[src/hw/shared_sfr_regs.svh]
// Offsets, bit positions, reset values and mode codes of the shared register decode
`ifndef SHARED_SFR_REGS_SVH
`define SHARED_SFR_REGS_SVH

// Shared addresses: default register when select is 0, alternate when 1
`define ADDR_OSC_REFCLK 12'hfd3
`define ADDR_T1H_OD1 12'hfcf
`define ADDR_T1L_OD2 12'hfce
`define ADDR_TIMER1_CTRL_OD3 12'hfcd
`define ADDR_T2_PAD 12'hfcc
`define ADDR_PR2_MEMCFG 12'hfcb
`define ADDR_ADC0_AN1 12'hfc2
`define ADDR_ADC1_AN0 12'hfc1
`define ADDR_PR4_VREF 12'hf77

// Watchdog and alias control register
`define ADDR_WDT_CTRL 12'hfc0

// Context-defined aliases
`define ADDR_SERIAL_ADDR 12'hfc8
`define ADDR_PARPORT_HIGH 12'hf69
`define ADDR_PARPORT_LOW 12'hf68

// Watchdog control field positions
`define WDT_LOWPOWER_BIT 7
`define WDT_SUPPLY_OK_BIT 6
`define WDT_SELECT_BIT 4
`define WDT_SOFT_WDT_BIT 0

// Slot count and the slot whose alternate exists on the large package only
`define SHARED_SLOTS 9
`define SLOT_NONE 4'hf
`define SLOT_MEMORY_CFG 4'h5

// Serial control 2 low nibble that exposes the address mask
`define SERIAL_MASK_MODE 4'h9

// Reset values
`define RESET_BYTE 8'h00
`define RESET_PAIR 16'h0000

`endif

[src/hw/shared_sfr_pkg.sv]
// Types shared by the shared register address decode
package shared_sfr_pkg;

  // One core register access, as presented in one cycle
  typedef struct packed {
    logic [11:0] addr;
    logic wr;
    logic rd;
    logic [7:0] wdata;
  } reg_req_t;

  // Context inputs coming from the peripherals that own the aliases
  typedef struct packed {
    logic [3:0] serial_ctrl2_low;
    logic parport_master;
    logic variant_80pin;
    logic core_supply_ok;
  } context_t;

endpackage

[src/hw/shared_sfr_address_decode.sv]
// Shared and context-defined special register address decode with the watchdog control byte
`timescale 1ns/1ps
`default_nettype none
`include "shared_sfr_regs.svh"

module shared_sfr_address_decode (
  // Clock and reset
  input wire logic clock_i,
  input wire logic rst_n_i,
  // Core register access
  input wire shared_sfr_pkg::reg_req_t req_i,
  // Peripheral context
  input wire shared_sfr_pkg::context_t ctx_i,
  // Read data, valid the cycle after a read strobe
  output logic [7:0] rdata_o,
  // Watchdog control outputs
  output logic alias_select_o,
  output logic soft_watchdog_en_o,
  output logic regulator_lowpower_en_o,
  // Context-alias storage toward the peripherals
  output logic [7:0] serial_slave_addr_o,
  output logic [7:0] serial_addr_mask_o,
  output logic [15:0] parport_pair_o
);

  // Map a shared address to its slot, or none
  function automatic logic [3:0] shared_slot(input logic [11:0] a);
    case (a)
      `ADDR_OSC_REFCLK: shared_slot = 4'h0;
      `ADDR_T1H_OD1: shared_slot = 4'h1;
      `ADDR_T1L_OD2: shared_slot = 4'h2;
      `ADDR_TIMER1_CTRL_OD3: shared_slot = 4'h3;
      `ADDR_T2_PAD: shared_slot = 4'h4;
      `ADDR_PR2_MEMCFG: shared_slot = 4'h5;
      `ADDR_ADC0_AN1: shared_slot = 4'h6;
      `ADDR_ADC1_AN0: shared_slot = 4'h7;
      `ADDR_PR4_VREF: shared_slot = 4'h8;
      default: shared_slot = `SLOT_NONE;
    endcase
  endfunction

  // Default (legacy) and alternate storage, one byte per slot
  logic [7:0] dflt_q [`SHARED_SLOTS];
  logic [7:0] alt_q [`SHARED_SLOTS];
  logic [7:0] next_dflt [`SHARED_SLOTS];
  logic [7:0] next_alt [`SHARED_SLOTS];
  // Watchdog control bits
  logic alias_select;
  logic soft_watchdog_en;
  logic regulator_lowpower_en;
  logic next_alias_select;
  logic next_soft_watchdog_en;
  logic next_regulator_lowpower_en;
  // Context-alias storage
  logic [7:0] serial_slave_addr;
  logic [7:0] serial_addr_mask;
  logic [15:0] parport_pair;
  logic [7:0] next_serial_slave_addr;
  logic [7:0] next_serial_addr_mask;
  logic [15:0] next_parport_pair;
  logic [7:0] next_rdata;
  // Decode helpers
  logic [3:0] slot;
  logic mask_mode;
  logic alt_present;

  assign slot = shared_slot(req_i.addr);
  // Mode comes from the serial port, not from the alias select
  assign mask_mode = (ctx_i.serial_ctrl2_low == `SERIAL_MASK_MODE);
  // Memory config alternate is absent on the small package
  assign alt_present = (slot != `SLOT_MEMORY_CFG) || ctx_i.variant_80pin;

  // Next-state for every register, and the read mux
  always_comb
  begin
    next_dflt = dflt_q;
    next_alt = alt_q;
    next_alias_select = alias_select;
    next_soft_watchdog_en = soft_watchdog_en;
    next_regulator_lowpower_en = regulator_lowpower_en;
    next_serial_slave_addr = serial_slave_addr;
    next_serial_addr_mask = serial_addr_mask;
    next_parport_pair = parport_pair;
    next_rdata = `RESET_BYTE;
    // Writes: only the selected partner of a pair changes
    if (req_i.wr)
    begin
      if (slot != `SLOT_NONE)
      begin
        if (!alias_select)
        begin
          next_dflt[slot] = req_i.wdata;
        end
        else if (alt_present)
        begin
          next_alt[slot] = req_i.wdata;
        end
      end
      else
      begin
        case (req_i.addr)
          `ADDR_WDT_CTRL:
          begin
            // Unimplemented bits and the status bit are simply not stored
            next_regulator_lowpower_en = req_i.wdata[`WDT_LOWPOWER_BIT];
            next_alias_select = req_i.wdata[`WDT_SELECT_BIT];
            next_soft_watchdog_en = req_i.wdata[`WDT_SOFT_WDT_BIT];
          end
          `ADDR_SERIAL_ADDR:
          begin
            if (mask_mode)
            begin
              next_serial_addr_mask = req_i.wdata;
            end
            else
            begin
              next_serial_slave_addr = req_i.wdata;
            end
          end
          // One storage whatever the parallel port mode
          `ADDR_PARPORT_HIGH: next_parport_pair[15:8] = req_i.wdata;
          `ADDR_PARPORT_LOW: next_parport_pair[7:0] = req_i.wdata;
          default: next_rdata = `RESET_BYTE;
        endcase
      end
    end
    // Reads: unmapped addresses and absent slots read zero
    if (req_i.rd)
    begin
      if (slot != `SLOT_NONE)
      begin
        if (!alias_select)
        begin
          next_rdata = dflt_q[slot];
        end
        else if (alt_present)
        begin
          next_rdata = alt_q[slot];
        end
      end
      else
      begin
        case (req_i.addr)
          `ADDR_WDT_CTRL:
          begin
            next_rdata[`WDT_LOWPOWER_BIT] = regulator_lowpower_en;
            next_rdata[`WDT_SUPPLY_OK_BIT] = ctx_i.core_supply_ok;
            next_rdata[`WDT_SELECT_BIT] = alias_select;
            next_rdata[`WDT_SOFT_WDT_BIT] = soft_watchdog_en;
          end
          `ADDR_SERIAL_ADDR: next_rdata = mask_mode ? serial_addr_mask : serial_slave_addr;
          `ADDR_PARPORT_HIGH: next_rdata = parport_pair[15:8];
          `ADDR_PARPORT_LOW: next_rdata = parport_pair[7:0];
          default: next_rdata = `RESET_BYTE;
        endcase
      end
    end
  end

  // Register everything; synchronous reset to constants only
  always_ff @(posedge clock_i)
  begin
    if (!rst_n_i)
    begin
      for (int i = 0; i < `SHARED_SLOTS; i++)
      begin
        dflt_q[i] <= `RESET_BYTE;
        alt_q[i] <= `RESET_BYTE;
      end
      alias_select <= 1'b0;
      soft_watchdog_en <= 1'b0;
      regulator_lowpower_en <= 1'b0;
      serial_slave_addr <= `RESET_BYTE;
      serial_addr_mask <= `RESET_BYTE;
      parport_pair <= `RESET_PAIR;
      rdata_o <= `RESET_BYTE;
    end
    else
    begin
      dflt_q <= next_dflt;
      alt_q <= next_alt;
      alias_select <= next_alias_select;
      soft_watchdog_en <= next_soft_watchdog_en;
      regulator_lowpower_en <= next_regulator_lowpower_en;
      serial_slave_addr <= next_serial_slave_addr;
      serial_addr_mask <= next_serial_addr_mask;
      parport_pair <= next_parport_pair;
      rdata_o <= next_rdata;
    end
  end

  // Outputs straight from the flops above
  assign alias_select_o = alias_select;
  assign soft_watchdog_en_o = soft_watchdog_en;
  assign regulator_lowpower_en_o = regulator_lowpower_en;
  assign serial_slave_addr_o = serial_slave_addr;
  assign serial_addr_mask_o = serial_addr_mask;
  assign parport_pair_o = parport_pair;

  // Select clear: write lands in default, alternate untouched
  property p_default_write;
    @(posedge clock_i) disable iff (!rst_n_i)
    (req_i.wr && req_i.addr == `ADDR_OSC_REFCLK && !alias_select)
      |=> (dflt_q[0] == $past(req_i.wdata)) && $stable(alt_q[0]);
  endproperty
  a_default_write: assert property (p_default_write)
    else $error("default slot write misrouted");

  // Select set: write lands in alternate, default untouched
  property p_alternate_write;
    @(posedge clock_i) disable iff (!rst_n_i)
    (req_i.wr && req_i.addr == `ADDR_PR4_VREF && alias_select)
      |=> (alt_q[8] == $past(req_i.wdata)) && $stable(dflt_q[8]);
  endproperty
  a_alternate_write: assert property (p_alternate_write)
    else $error("alternate slot write misrouted");

  // Select bit follows bit 4 of a control write and holds otherwise
  property p_select_bit;
    @(posedge clock_i) disable iff (!rst_n_i)
    (req_i.wr && req_i.addr == `ADDR_WDT_CTRL) ##1 (!req_i.wr)[*2]
      |=> alias_select == $past(req_i.wdata[`WDT_SELECT_BIT], 3);
  endproperty
  a_select_bit: assert property (p_select_bit)
    else $error("alias select did not hold written value");

  // Reset clears all control bits
  property p_reset_clear;
    @(posedge clock_i) disable iff (1'b0)
    !rst_n_i |=> !alias_select_o && !soft_watchdog_en_o && !regulator_lowpower_en_o;
  endproperty
  a_reset_clear: assert property (p_reset_clear)
    else $error("control bits not cleared by reset");

  // Control read: unimplemented bits zero, status reflects supply
  property p_ctrl_read;
    @(posedge clock_i) disable iff (!rst_n_i)
    (req_i.rd && !req_i.wr && req_i.addr == `ADDR_WDT_CTRL)
      |=> rdata_o[5] == 1'b0 && rdata_o[3:1] == 3'h0 && rdata_o[6] == $past(ctx_i.core_supply_ok)
          && rdata_o[0] == soft_watchdog_en && rdata_o[7] == regulator_lowpower_en;
  endproperty
  a_ctrl_read: assert property (p_ctrl_read)
    else $error("control register read wrong");

  // Small package: memory config alternate never changes and reads zero
  property p_memcfg_absent;
    @(posedge clock_i) disable iff (!rst_n_i)
    (!ctx_i.variant_80pin && alias_select && req_i.addr == `ADDR_PR2_MEMCFG && req_i.rd)
      |=> $stable(alt_q[5]) && rdata_o == 8'h00;
  endproperty
  a_memcfg_absent: assert property (p_memcfg_absent)
    else $error("absent memory config slot responded");

  // Serial alias read follows the control nibble, never the select bit
  property p_serial_read;
    @(posedge clock_i) disable iff (!rst_n_i)
    (req_i.rd && !req_i.wr && req_i.addr == `ADDR_SERIAL_ADDR)
      |=> rdata_o == (($past(ctx_i.serial_ctrl2_low) == `SERIAL_MASK_MODE) ? serial_addr_mask
                                                              : serial_slave_addr);
  endproperty
  a_serial_read: assert property (p_serial_read)
    else $error("serial alias read wrong register");

  // Serial write in mask mode leaves the slave address alone
  property p_serial_write;
    @(posedge clock_i) disable iff (!rst_n_i)
    (req_i.wr && req_i.addr == `ADDR_SERIAL_ADDR && ctx_i.serial_ctrl2_low == `SERIAL_MASK_MODE)
      |=> serial_addr_mask == $past(req_i.wdata) && $stable(serial_slave_addr);
  endproperty
  a_serial_write: assert property (p_serial_write)
    else $error("serial mask write misrouted");

  // Parallel pair stores the same byte in master and slave modes
  property p_parport_write;
    @(posedge clock_i) disable iff (!rst_n_i)
    (req_i.wr && req_i.addr == `ADDR_PARPORT_HIGH)
      |=> parport_pair_o[15:8] == $past(req_i.wdata) && $stable(parport_pair_o[7:0]);
  endproperty
  a_parport_write: assert property (p_parport_write)
    else $error("parallel pair write lost");

  // Slave mode read sees the very storage that master mode wrote
  property p_parport_mode;
    @(posedge clock_i) disable iff (!rst_n_i)
    (req_i.rd && !req_i.wr && req_i.addr == `ADDR_PARPORT_HIGH && !ctx_i.parport_master)
      |=> rdata_o == $past(parport_pair[15:8]);
  endproperty
  a_parport_mode: assert property (p_parport_mode)
    else $error("parallel pair read depends on mode");

endmodule

`default_nettype wire

[config.mk]
export PLATFORM = sky130hd
export DESIGN_NAME = shared_sfr_address_decode
export DESIGN_NICKNAME = d
export VERILOG_FILES = /design/src/hw/shared_sfr_pkg.sv /design/src/hw/shared_sfr_address_decode.sv
export VERILOG_INCLUDE_DIRS = /design/src /design/src/hw
export SDC_FILE = /design/constraint.sdc
export NUM_CORES = 1
export LEC_CHECK = 0
export BUFFER_PORTS_ARGS = -buffer_cell sky130_fd_sc_hd__buf_2
export CAP_MARGIN = 20
export CORE_MARGIN = 4
export CORE_UTILIZATION = 24
export DETAILED_ROUTE_END_ITERATION = 10
export PLACE_DENSITY = 0.41
export SKIP_LAST_GASP = 1
export SYNTH_ARGS = -nofsm -noshare
export SYNTH_HDL_FRONTEND = slang
export SYNTH_SLANG_ARGS = --single-unit
export TNS_END_PERCENT = 20
[constraint.sdc]
create_clock -name clock_i -period 2.9 [get_ports clock_i]
set_input_delay 0.29 -clock clock_i [delete_from_list [all_inputs] [get_ports clock_i]]
set_output_delay 0.29 -clock clock_i [all_outputs]
set_load 0.1 [all_outputs]
==> impl_metrics.tcl, run 1 <==
set metrics [dict create \
    outcome "finished, final reports clean" \
    async_reset_ff_share_pct 0 \
    cpPeakStageDelay_ns 0.52 \
    antenna_cells 0 \
    grt_pass1_vias 7292 \
    min_period_ns 2.55 \
    final_cell_mix "187 x dfxtp_1, 136 x nor2b_1, 132 x mux2i_1" \
    cts_setup_buffers 0 \
    peakVddDrop_uv 356 \
    ys.flop_type "dfxtp_1" \
    min_path_type "in2reg" \
    cpMaxStageDelayCell "or4_1" \
    syn_area_um2 9060 \
    avgSynthCellArea_um2 9.61 \
    cap_violations 0 \
    fin_skew_ns 0.0176 \
    worst_pin_slew_ns 1.02 \
    grt_pass1_wl_um 47400 \
    crit_fanout 5 \
    drive_above_1_share_pct 22.4 \
    wl_um 31600 \
    drt_iter0_markers 490 \
    final-setup-viol-count 0 \
    via_count 7357 \
    grt_max_degree 109 \
    die_h_um 202 \
    cts-root-buf "clkbuf_16" \
    final_common_cell "dfxtp_1" \
    core_um2 37000 \
    cts.sinks 187 \
    end_kind "register" \
    cts_tree "done" \
    path_clk_slew_ns 0.08 \
    critical-path-top-delay-family "simple AND/OR/NAND/NOR gates" \
    dpl.cell_count 1541 \
    power.density_nw_per_um2 467 \
    required_ns 3.23 \
    gp_congestion 0.881 \
    p_leak_uw 0.00430 \
    cts_resized 0 \
    synth-edff-count 0 \
    max-clock-path-buffers 2 \
    die_area_um2 40900 \
    slew_viol_final 0 \
    synth_seq_cells 187 \
    ant_nets 0 \
    place_worst_setup_slack_ns -0.112 \
    start_util_pct 24.5 \
    place_hpwl_um 22200 \
    path_class "in2reg" \
    viasPerCell 4.67 \
    yosys_warnings 0 \
    hold_viol 0 \
    ys_seq_area_share_pct 41.3 \
    rsz0062_at_grt "false" \
    die_w_um 202 \
    numCtsBuffers 17 \
    nets 1088 \
    cp.arrival_ns 2.88 \
    overflow 0 \
    pin_count 74 \
    num_rows 70 \
    antenna_found_initial 0 \
    layoutNonFillerInstCount 1574 \
    crit_chain "buf_2 > nor4bb_1 > buf_4 > buf_4 > buf_4 > nand3_1 > o21ai_1 > nor2_1 > buf_4 > o221ai_1 > a2111oi_1 > buf_4 > or4_1" \
    io_buffers 72 \
    clock.fmax_ghz 0.392 \
    remaining_drc_errors 0 \
    areaGrowthSynthToFinish_pct 22.7 \
    slew_headroom_pct 32.2 \
    post_drt_wl_per_cell_um 20.1 \
    fin_ws_ns 0.349 \
    hold_buffers 0 \
    cts_max_level 4 \
    clk_latency_ns 0.45 \
    syn_inst 943 \
    synth_nets 974 \
    post-route-period-util_pct 88.0 \
    synth_cell_type_count 74 \
    crit_buf_inv 6 \
    crit_path_start_kind "primary input" \
    timing.critical_path.mode_cell "buf_4" \
    grtUsageTotal_pct 15.3 \
    firstDrtPassIters 8 \
]
-- per-stage QoR --
stage | utilization (%) | power, uW | setup TNS, ns | hold WS, ns | area [um^2]
after floorplan | - | 2770 | 0 | 0.431 | 9060
after global placement | 28.5 | 2880 | -0.545 | 0.440 | 10500
after detailed placement | 28.5 | 2880 | -0.744 | 0.449 | 10500
after CTS | 30.1 | 5270 | 0 | 0.356 | 11100
after global routing | 30.1 | 5390 | 0 | 0.378 | 11100
final | 30.1 | 5190 | 0 | 0.377 | 11100
-- kinds of logic (layout without fill, tap and decap cells) --
kind of cell | Yosys count | after routing | share of synthesized area, %
AND/OR/NAND/NOR | 346 | 346 | 21.6
AO/OA/AOI/OAI | 197 | 197 | 18.1
flip-flops | 187 | 187 | 41.3
multiplexers | 139 | 139 | 15.5
buffers and inverters | 74 | 201 | 3.59
-- state kept, by name, summed over array words and instances, names as in the netlist, 8 cells and up --
register / cells
dflt_q: 72
parport_pair_o: 16
serial_slave_addr_o: 8
rdata_o: 8
serial_addr_mask_o: 8
alt_q: 72
-- routing by layer --
layer  track usage (%)  vias to the layer above  wire, um
met5                 0                        -         0
met2              25.5                      114     15500
met4              5.58                        0       867
met1              20.0                     3586     14300
li1                  -                     3634         -
met3              2.49                       23       904
-- worst paths after layout --
kind	slack (ns)	depth (start not counted)	from	to
hold reg to reg	0.46	2	alt_q[1]	alt_q[1]
setup / recovery	0.35	13	req_i[14]	rdata_o[0]
hold / removal	0.38	3	req_i[0]	alt_q[24]
setup reg to reg	1.02	5	serial_addr_mask_o[6]	rdata_o[6]
-- worst register-to-register path: cells and delay by family, from the launching register on --
kind | cells | cell delay, ns
compound gates | 4 | 1.08
flops | 1 | 0.33
mux | 1 | 0.33
-- cell usage after synthesis (all sizes together), types with 5 or more instances --
master  number  area [um^2]
dfxtp      187         3740
nor2b      136          851
mux2i      132         1320
nand2       96          373
a21boi      54          405
clkbuf      49          184
nand3       49          275
buf         23          134
nor2        19         88.8
nor3        15         86.3
o221ai      15          131
a22o        14          123
o22a        13          114
a221oi      12          105
o21ai       11         66.3
a22oi       10         75.1
a21oi        9         56.3
nand4        8         98.9
a221o        7         70.1
mux2         7         78.8
o21a         7         52.6
a222oi       5         50.1
and3         5         31.3
o211ai       5         65.1
-- power breakdown --
part / total, uW / internal, uW / switching, uW
Combinational: 254 / 93.7 / 160
Clock: 2370 / 1230 / 1140
Sequential: 2570 / 2570 / 0.0330
-- area by class of cell --
class / instances / area [um^2]
Clock inverter: 14 / 136
Inverter: 2 / 7.51
Sequential cell: 187 / 3740
Timing Repair Buffer: 167 / 1150
Tap cell: 504 / 631
Clock buffer: 18 / 439
Multi-Input combinational cell: 682 / 5010
Fill cell: 3996 / 25800
Note: power is estimated with default switching activity, not from simulation.
==> inputs of run 2 (changes only) <==
--- a/config.mk
+++ b/config.mk
@@ -6,6 +6,7 @@
 export SDC_FILE = /design/constraint.sdc
 export NUM_CORES = 1
 export LEC_CHECK = 0
+export ABC_AREA = 1
 export BUFFER_PORTS_ARGS = -buffer_cell sky130_fd_sc_hd__buf_2
 export CAP_MARGIN = 20
 export CORE_MARGIN = 4
==> constraint.sdc (replaced) <==
create_clock -name clock_i -period 2.7 [get_ports clock_i]
set_input_delay 0.27 -clock clock_i [delete_from_list [all_inputs] [get_ports clock_i]]
set_output_delay 0.27 -clock clock_i [all_outputs]
set_load 0.1 [all_outputs]
==> run 2 against run 1 <==
Against the previous run: combinational power down 8.3%; cell area down 7.0%; synthesized cell count up 39%; setup slack better by 0.23 ns; utilization down 1.8 points; largest cell class unchanged; area after synthesis down 1.9%; via count up 11%.
==> impl_metrics.tcl, run 2 <==
set metrics [dict create \
    outcome "finished, final reports clean" \
    end_kind "register" \
    antenna_found_initial 0 \
    avgSynthCellArea_um2 6.78 \
    syn_inst 1312 \
    dpl.cell_count 1808 \
    synth.largest_area_cell "dfxtp_1" \
    crit_fanout 16 \
    cts_max_level 4 \
    post-route-period-util_pct 78.7 \
    gp_congestion 0.828 \
    intPower_uw 4250 \
    clk_latency_ns 0.44 \
    via_count 8176 \
    async_reset_ff_share_pct 0 \
    die_area_um2 40200 \
    wl_um 29900 \
    synth_commonest_cells "295 x nand2_1, 187 x dfxtp_1, 184 x inv_1, 181 x o21ai_0, 171 x a21oi_1" \
    final_common_cell "nand2_1" \
    synth.top_cell.area_share_pct 42.1 \
    power.density_nw_per_um2 538 \
    drive_above_1_share_pct 12.4 \
    min_path_cells 3 \
    post_drt_wl_per_cell_um 16.2 \
    num_rows 70 \
    viasPerCell 4.45 \
    clock.fmax_ghz 0.471 \
    synth-edff-count 0 \
    antenna_cells 0 \
    finalPower_uw 5560 \
    grtUsageTotal_pct 14.7 \
    start_util_pct 24.3 \
    slew_viol_final 0 \
    cts_setup_buffers 0 \
    tns_ns 0 \
    reg2reg_slack_ns 0.90 \
    clkPwrFrac_pct 46.3 \
    r2r_cells 5 \
    fillers 4069 \
    cts_tree "done" \
    cap_violations 0 \
    nets 1390 \
    rr_endpoint "alt_q[12]" \
    required_ns 3.07 \
    max-clock-path-buffers 2 \
    drt_iter0_markers 427 \
    die_w_um 200 \
    core_um2 36600 \
    cts.sinks 187 \
    final-setup-viol-count 0 \
    yosys-top-cells-area "dfxtp_1 42%, nand2_1 12%, o21ai_0 10%" \
    holdPathEnd "parport_pair_o[10]" \
    hold_buffers 0 \
    firstDrtPassIters 5 \
    slew_headroom_pct 44.8 \
    worst_pin_slew_ns 0.828 \
    synth_cell_type_count 34 \
    comb_power_share_pct 4.2 \
    cts_resized 0 \
    areaGrowthSynthToFinish_pct 16.3 \
    synth_seq_cells 187 \
    synth.most_common_cell "nand2_1" \
    fin_skew_ns 0.00603 \
    crit_path_start_kind "primary input" \
    numCtsBuffers 17 \
    ys.flop_type "dfxtp_1" \
    synth_nets 1343 \
    grt_pass1_wl_um 46300 \
    overflow 0 \
    cts-root-buf "clkbuf_16" \
    worstHoldStart "req_i[2]" \
    path_class "in2reg" \
    p_leak_uw 0.00429 \
    sw_frac_of_total_pct 23.6 \
    grt_max_degree 85 \
    place_hpwl_um 20500 \
    ys_seq_area_share_pct 42.1 \
    remaining_drc_errors 0 \
    layoutNonFillerInstCount 1839 \
    rr_startpoint "alias_select_o" \
    pin_count 74 \
    cp.arrival_ns 2.50 \
    rsz0062_at_grt "false" \
    final_cell_mix "295 x nand2_1, 187 x dfxtp_1, 184 x inv_1" \
    io_buffers 72 \
    path_clk_slew_ns 0.07 \
    die_h_um 200 \
    grt_pass1_vias 7584 \
    switchingPower_uw 1310 \
    hold_viol 0 \
    ant_nets 0 \
    peakVddDrop_uv 299 \
    min_path_type "in2reg" \
    yosys_warnings 0 \
    min_period_ns 2.12 \
    syn_area_um2 8890 \
    power.share.sequential_pct 49.5 \
]
## run 2: cell types whose count changed after synthesis, sizes merged, moves of 23 or more
cell and delta:
a21boi -54, nand3 +23, nand2 +210, buf +24, nor2b -136, nor2 +43, o21ai +182, a21oi +162
inv +189, mux2i -132
## run 2: worst max-delay path: stages
cell,delay (ns)
buf_2,0.11
inv_2,0.08
nand2_2,0.07
nor2_4,0.20
nand2_1,0.11
inv_1,0.11
nand3_2,0.10
nand3_4,0.14
buf_4,0.20
nand2_2,0.16
nor2_4,0.26
nand3_1,0.14
inv_2,0.25
o21ai_0,0.12
a21oi_1,0.16
## run 2: logic make-up (layout without fill, tap and decap cells)
| family | count (synthesis) | in the layout | synth area share, % |
|---|---|---|---|
| flip-flops | 187 | 187 | 42.1 |
| AO/OA/AOI/OAI | 398 | 398 | 23.3 |
| AND/OR/NAND/NOR | 453 | 453 | 21.9 |
| buffers and inverters | 274 | 333 | 12.7 |
## run 2: layer usage
| layer | vias to the layer above | track usage (%) | share of wire, % |
|---|---|---|---|
| li1 | 4313 | - | - |
| met1 | 3678 | 20.5 | 49 |
| met2 | 160 | 23.3 | 45 |
| met3 | 25 | 2.39 | 3.7 |
| met4 | 0 | 4.72 | 2.0 |
| met5 | - | 0 | 0 |
## run 2: worst max path at each step
stage	endpoint	startpoint	slack, ns
floorplan	alt_q[14]	alias_select_o	0.40
global placement	rdata_o[6]	req_i[15]	0.16
detailed placement	alt_q[52]	req_i[15]	0.11
CTS	alt_q[50]	req_i[15]	0.58
global route	alt_q[50]	req_i[15]	0.29
finish	alt_q[49]	req_i[15]	0.58
## run 2: layout make-up
type                       count  area, um^2  area share (%)
timing repair buffer         108         683            6.60
tap                          468         586            5.66
clock inverter                 9         111            1.08
sequential                   187        3740            36.2
multi-input combinational    851        4020            38.8
inverter                     194         728            7.04
clock buffer                  22         474            4.58
## run 2: per-stage QoR
step                setup WS, ns  hold WS, ns  utilization, %  instance area, um^2
floorplan                  0.405        0.420               -                 8890
global placement           0.161        0.430            26.7                 9760
detailed placement         0.110        0.434            26.7                 9760
CTS                        0.584        0.203            28.3                10300
global route               0.292        0.201            28.3                10300
finish                     0.575        0.218            28.3                10300
## run 2: power groups by stage
stage | clock network [uW] | logic (uW) | registers (uW)
5_1_grt | 2750 | 260 | 2750
2_1_floorplan | 0 | 130 | 2820
3_5_place_dp | 0 | 236 | 2820
4_1_cts | 2650 | 237 | 2760
3_3_place_gp | 0 | 235 | 2820
6_report | 2570 | 233 | 2760
==> inputs of run 3 (changes only) <==
==> constraint.sdc (replaced) <==
create_clock -name clock_i -period 2 [get_ports clock_i]
set_input_delay 0.2 -clock clock_i [delete_from_list [all_inputs] [get_ports clock_i]]
set_output_delay 0.2 -clock clock_i [all_outputs]
set_load 0.1 [all_outputs]
==> run 3 against run 2 <==
Against the previous run: combinational power increased by 67%; via count increased by 6.6%; utilization rose by 2.9 points; sequential power is 35% higher; register-to-register slack worse by 0.41 ns; hold slack worse by 0.10 ns.
==> impl_metrics.tcl, run 3 (synthesis gave the netlist of run 2 again) <==
set metrics [dict create \
    cts.sinks 187 \
    antenna_cells 0 \
    intPower_uw 5690 \
    path_class "in2reg" \
    grt_max_degree 82 \
    cpMaxStageDelayCell "nor2_2" \
    sw_frac_of_total_pct 24.8 \
    rr_endpoint "alt_q[11]" \
    p_leak_uw 0.00490 \
    num_rows 70 \
    dpl.cell_count 1904 \
    drive_above_1_share_pct 19.9 \
    pin_count 74 \
    grt_pass1_vias 8242 \
    peakVddDrop_uv 474 \
    crit_chain "buf_2 > inv_2 > nand2_2 > nor2_4 > buf_4 > nand3_1 > nand2_2 > nor2_4 > nand3_4 > nand2_8 > buf_2 > buf_4 > nor2_2 > nand2_1 > nand3_1 > nand2_1 > nand3_1 > nand3_1 > nand2_1 > inv_1" \
    end_kind "register" \
    hold_viol 0 \
    max-clock-path-buffers 2 \
    via_count 8712 \
    hold_slack_ns 0.115 \
    firstDrtPassIters 5 \
    remaining_drc_errors 0 \
    final_cell_mix "286 x nand2_1, 186 x dfxtp_1, 183 x inv_1" \
    slew_viol_final 0 \
    viasPerCell 4.48 \
    required_ns 2.34 \
    comb_power_share_pct 5.1 \
    cp.arrival_ns 2.28 \
    clock.fmax_ghz 0.515 \
    core_um2 36600 \
    die_w_um 200 \
    clk_latency_ns 0.45 \
    place_hpwl_um 23600 \
    endpoint "rdata_o[7]" \
    reg2reg_slack_ns 0.49 \
    crit_fanout 6 \
    worst-path-stages 20 \
    cts_tree "done" \
    power.density_nw_per_um2 662 \
    rr_startpoint "alias_select_o" \
    crit_path_start_kind "primary input" \
    r2r_cells 7 \
    power.share.sequential_pct 49.2 \
    min_period_ns 1.94 \
    worst_pin_slew_ns 0.625 \
    final_common_cell "nand2_1" \
    timing.critical_path.mode_cell "nand3_1" \
    drt_iter0_markers 501 \
    cts_max_level 4 \
    switchingPower_uw 1880 \
    path_clk_slew_ns 0.08 \
    slew_headroom_pct 58.3 \
    io_buffers 72 \
    gp_congestion 0.831 \
    grtUsageTotal_pct 15.8 \
    die_area_um2 40200 \
    cpPeakStageDelay_ns 0.20 \
    wl_um 32600 \
    cts-root-buf "clkbuf_16" \
    critical-path-top-delay-family "simple AND/OR/NAND/NOR gates" \
    areaGrowthSynthToFinish_pct 28.4 \
    antenna_found_initial 0 \
    die_h_um 200 \
    post_drt_wl_per_cell_um 16.8 \
    start_util_pct 24.3 \
    outcome "finished, final reports clean" \
    numCtsBuffers 17 \
    fin_skew_ns 0.0114 \
    clkPwrFrac_pct 45.7 \
    crit_buf_inv 6 \
    min_path_type "in2reg" \
    grt_pass1_wl_um 49700 \
    overflow 0 \
    ant_nets 0 \
    startpoint "req_i[15]" \
    rsz0062_at_grt "true" \
    post-route-period-util_pct 97.1 \
    final-setup-viol-count 0 \
    layoutNonFillerInstCount 1946 \
    nets 1496 \
    cap_violations 0 \
]
## run 3: cell types whose count changed in the layout (fill, tap and decap cells not counted), sizes merged
| cell | change |
|---|---|
| bufinv | -1 |
| clkinvlp | -2 |
| clkinv | +2 |
| inv | +3 |
| buf | +105 |
## run 3: repair_timing
action,CTS,global route
gates resized for setup,0,40
buffers inserted,0,9
hold buffers,0,0
endpoints found under the hold margin,0,0
endpoints found under the setup margin,0,17
## run 3: area by class of cell
class	count	area (um^2)
timing repair buffer	213	1660
timing repair inverter	1	5.00
fill	4002	25200
tap	468	586
inverter	194	736
multi-input combinational	851	4110
sequential	187	3740
clock inverter	10	104
clock buffer	22	474
## run 3: worst min path at each step
stage               from                 end  slack [ns]  cells past startpoint
2_1_floorplan   req_i[6]          dflt_q[22]        0.39                      2
3_3_place_gp   alt_q[39]           alt_q[39]        0.43                      2
3_5_place_dp   alt_q[36]           alt_q[36]        0.43                      2
4_1_cts         req_i[2]  parport_pair_o[10]        0.10                      3
5_1_grt         req_i[2]  parport_pair_o[10]        0.14                      3
6_report        req_i[2]  parport_pair_o[10]        0.11                      3
## run 3: tightest hold or removal path, cell delays in order
cell,delay (ns)
buf_2,0.16
nor2_1,0.11
a211oi_1,0.05
## run 3: layer usage
metal  wire length, um  global-route usage (%)  vias to the layer above
li1                  -                       -                     4544
met1             16100                    21.8                     4023
met2             15100                    26.1                      126
met3              1070                    2.41                       19
met4               377                    3.81                        0
met5                 0                       0                        -
## run 3: power groups by stage
stage / clock (uW) / sequential (uW) / combinational, uW
after global routing: 3660 / 3720 / 425
after CTS: 3530 / 3720 / 382
final: 3460 / 3720 / 388
after global placement: 0 / 3810 / 385
after detailed placement: 0 / 3810 / 381
after floorplan: 0 / 3810 / 176
## run 3: through the flow
step | setup slack, ns | setup TNS (ns) | utilization (%) | cell area [um^2] | power (uW)
finish | 0.0585 | 0 | 31.2 | 11400 | 7560
global route | -0.0638 | -1.26 | 31.2 | 11400 | 7810
CTS | 0.0329 | 0 | 30.6 | 11200 | 7630
detailed placement | -0.435 | -33.23 | 29.0 | 10600 | 4190
global placement | -0.411 | -30.22 | 29.0 | 10600 | 4190
floorplan | 0.159 | 0 | - | 8890 | 3980
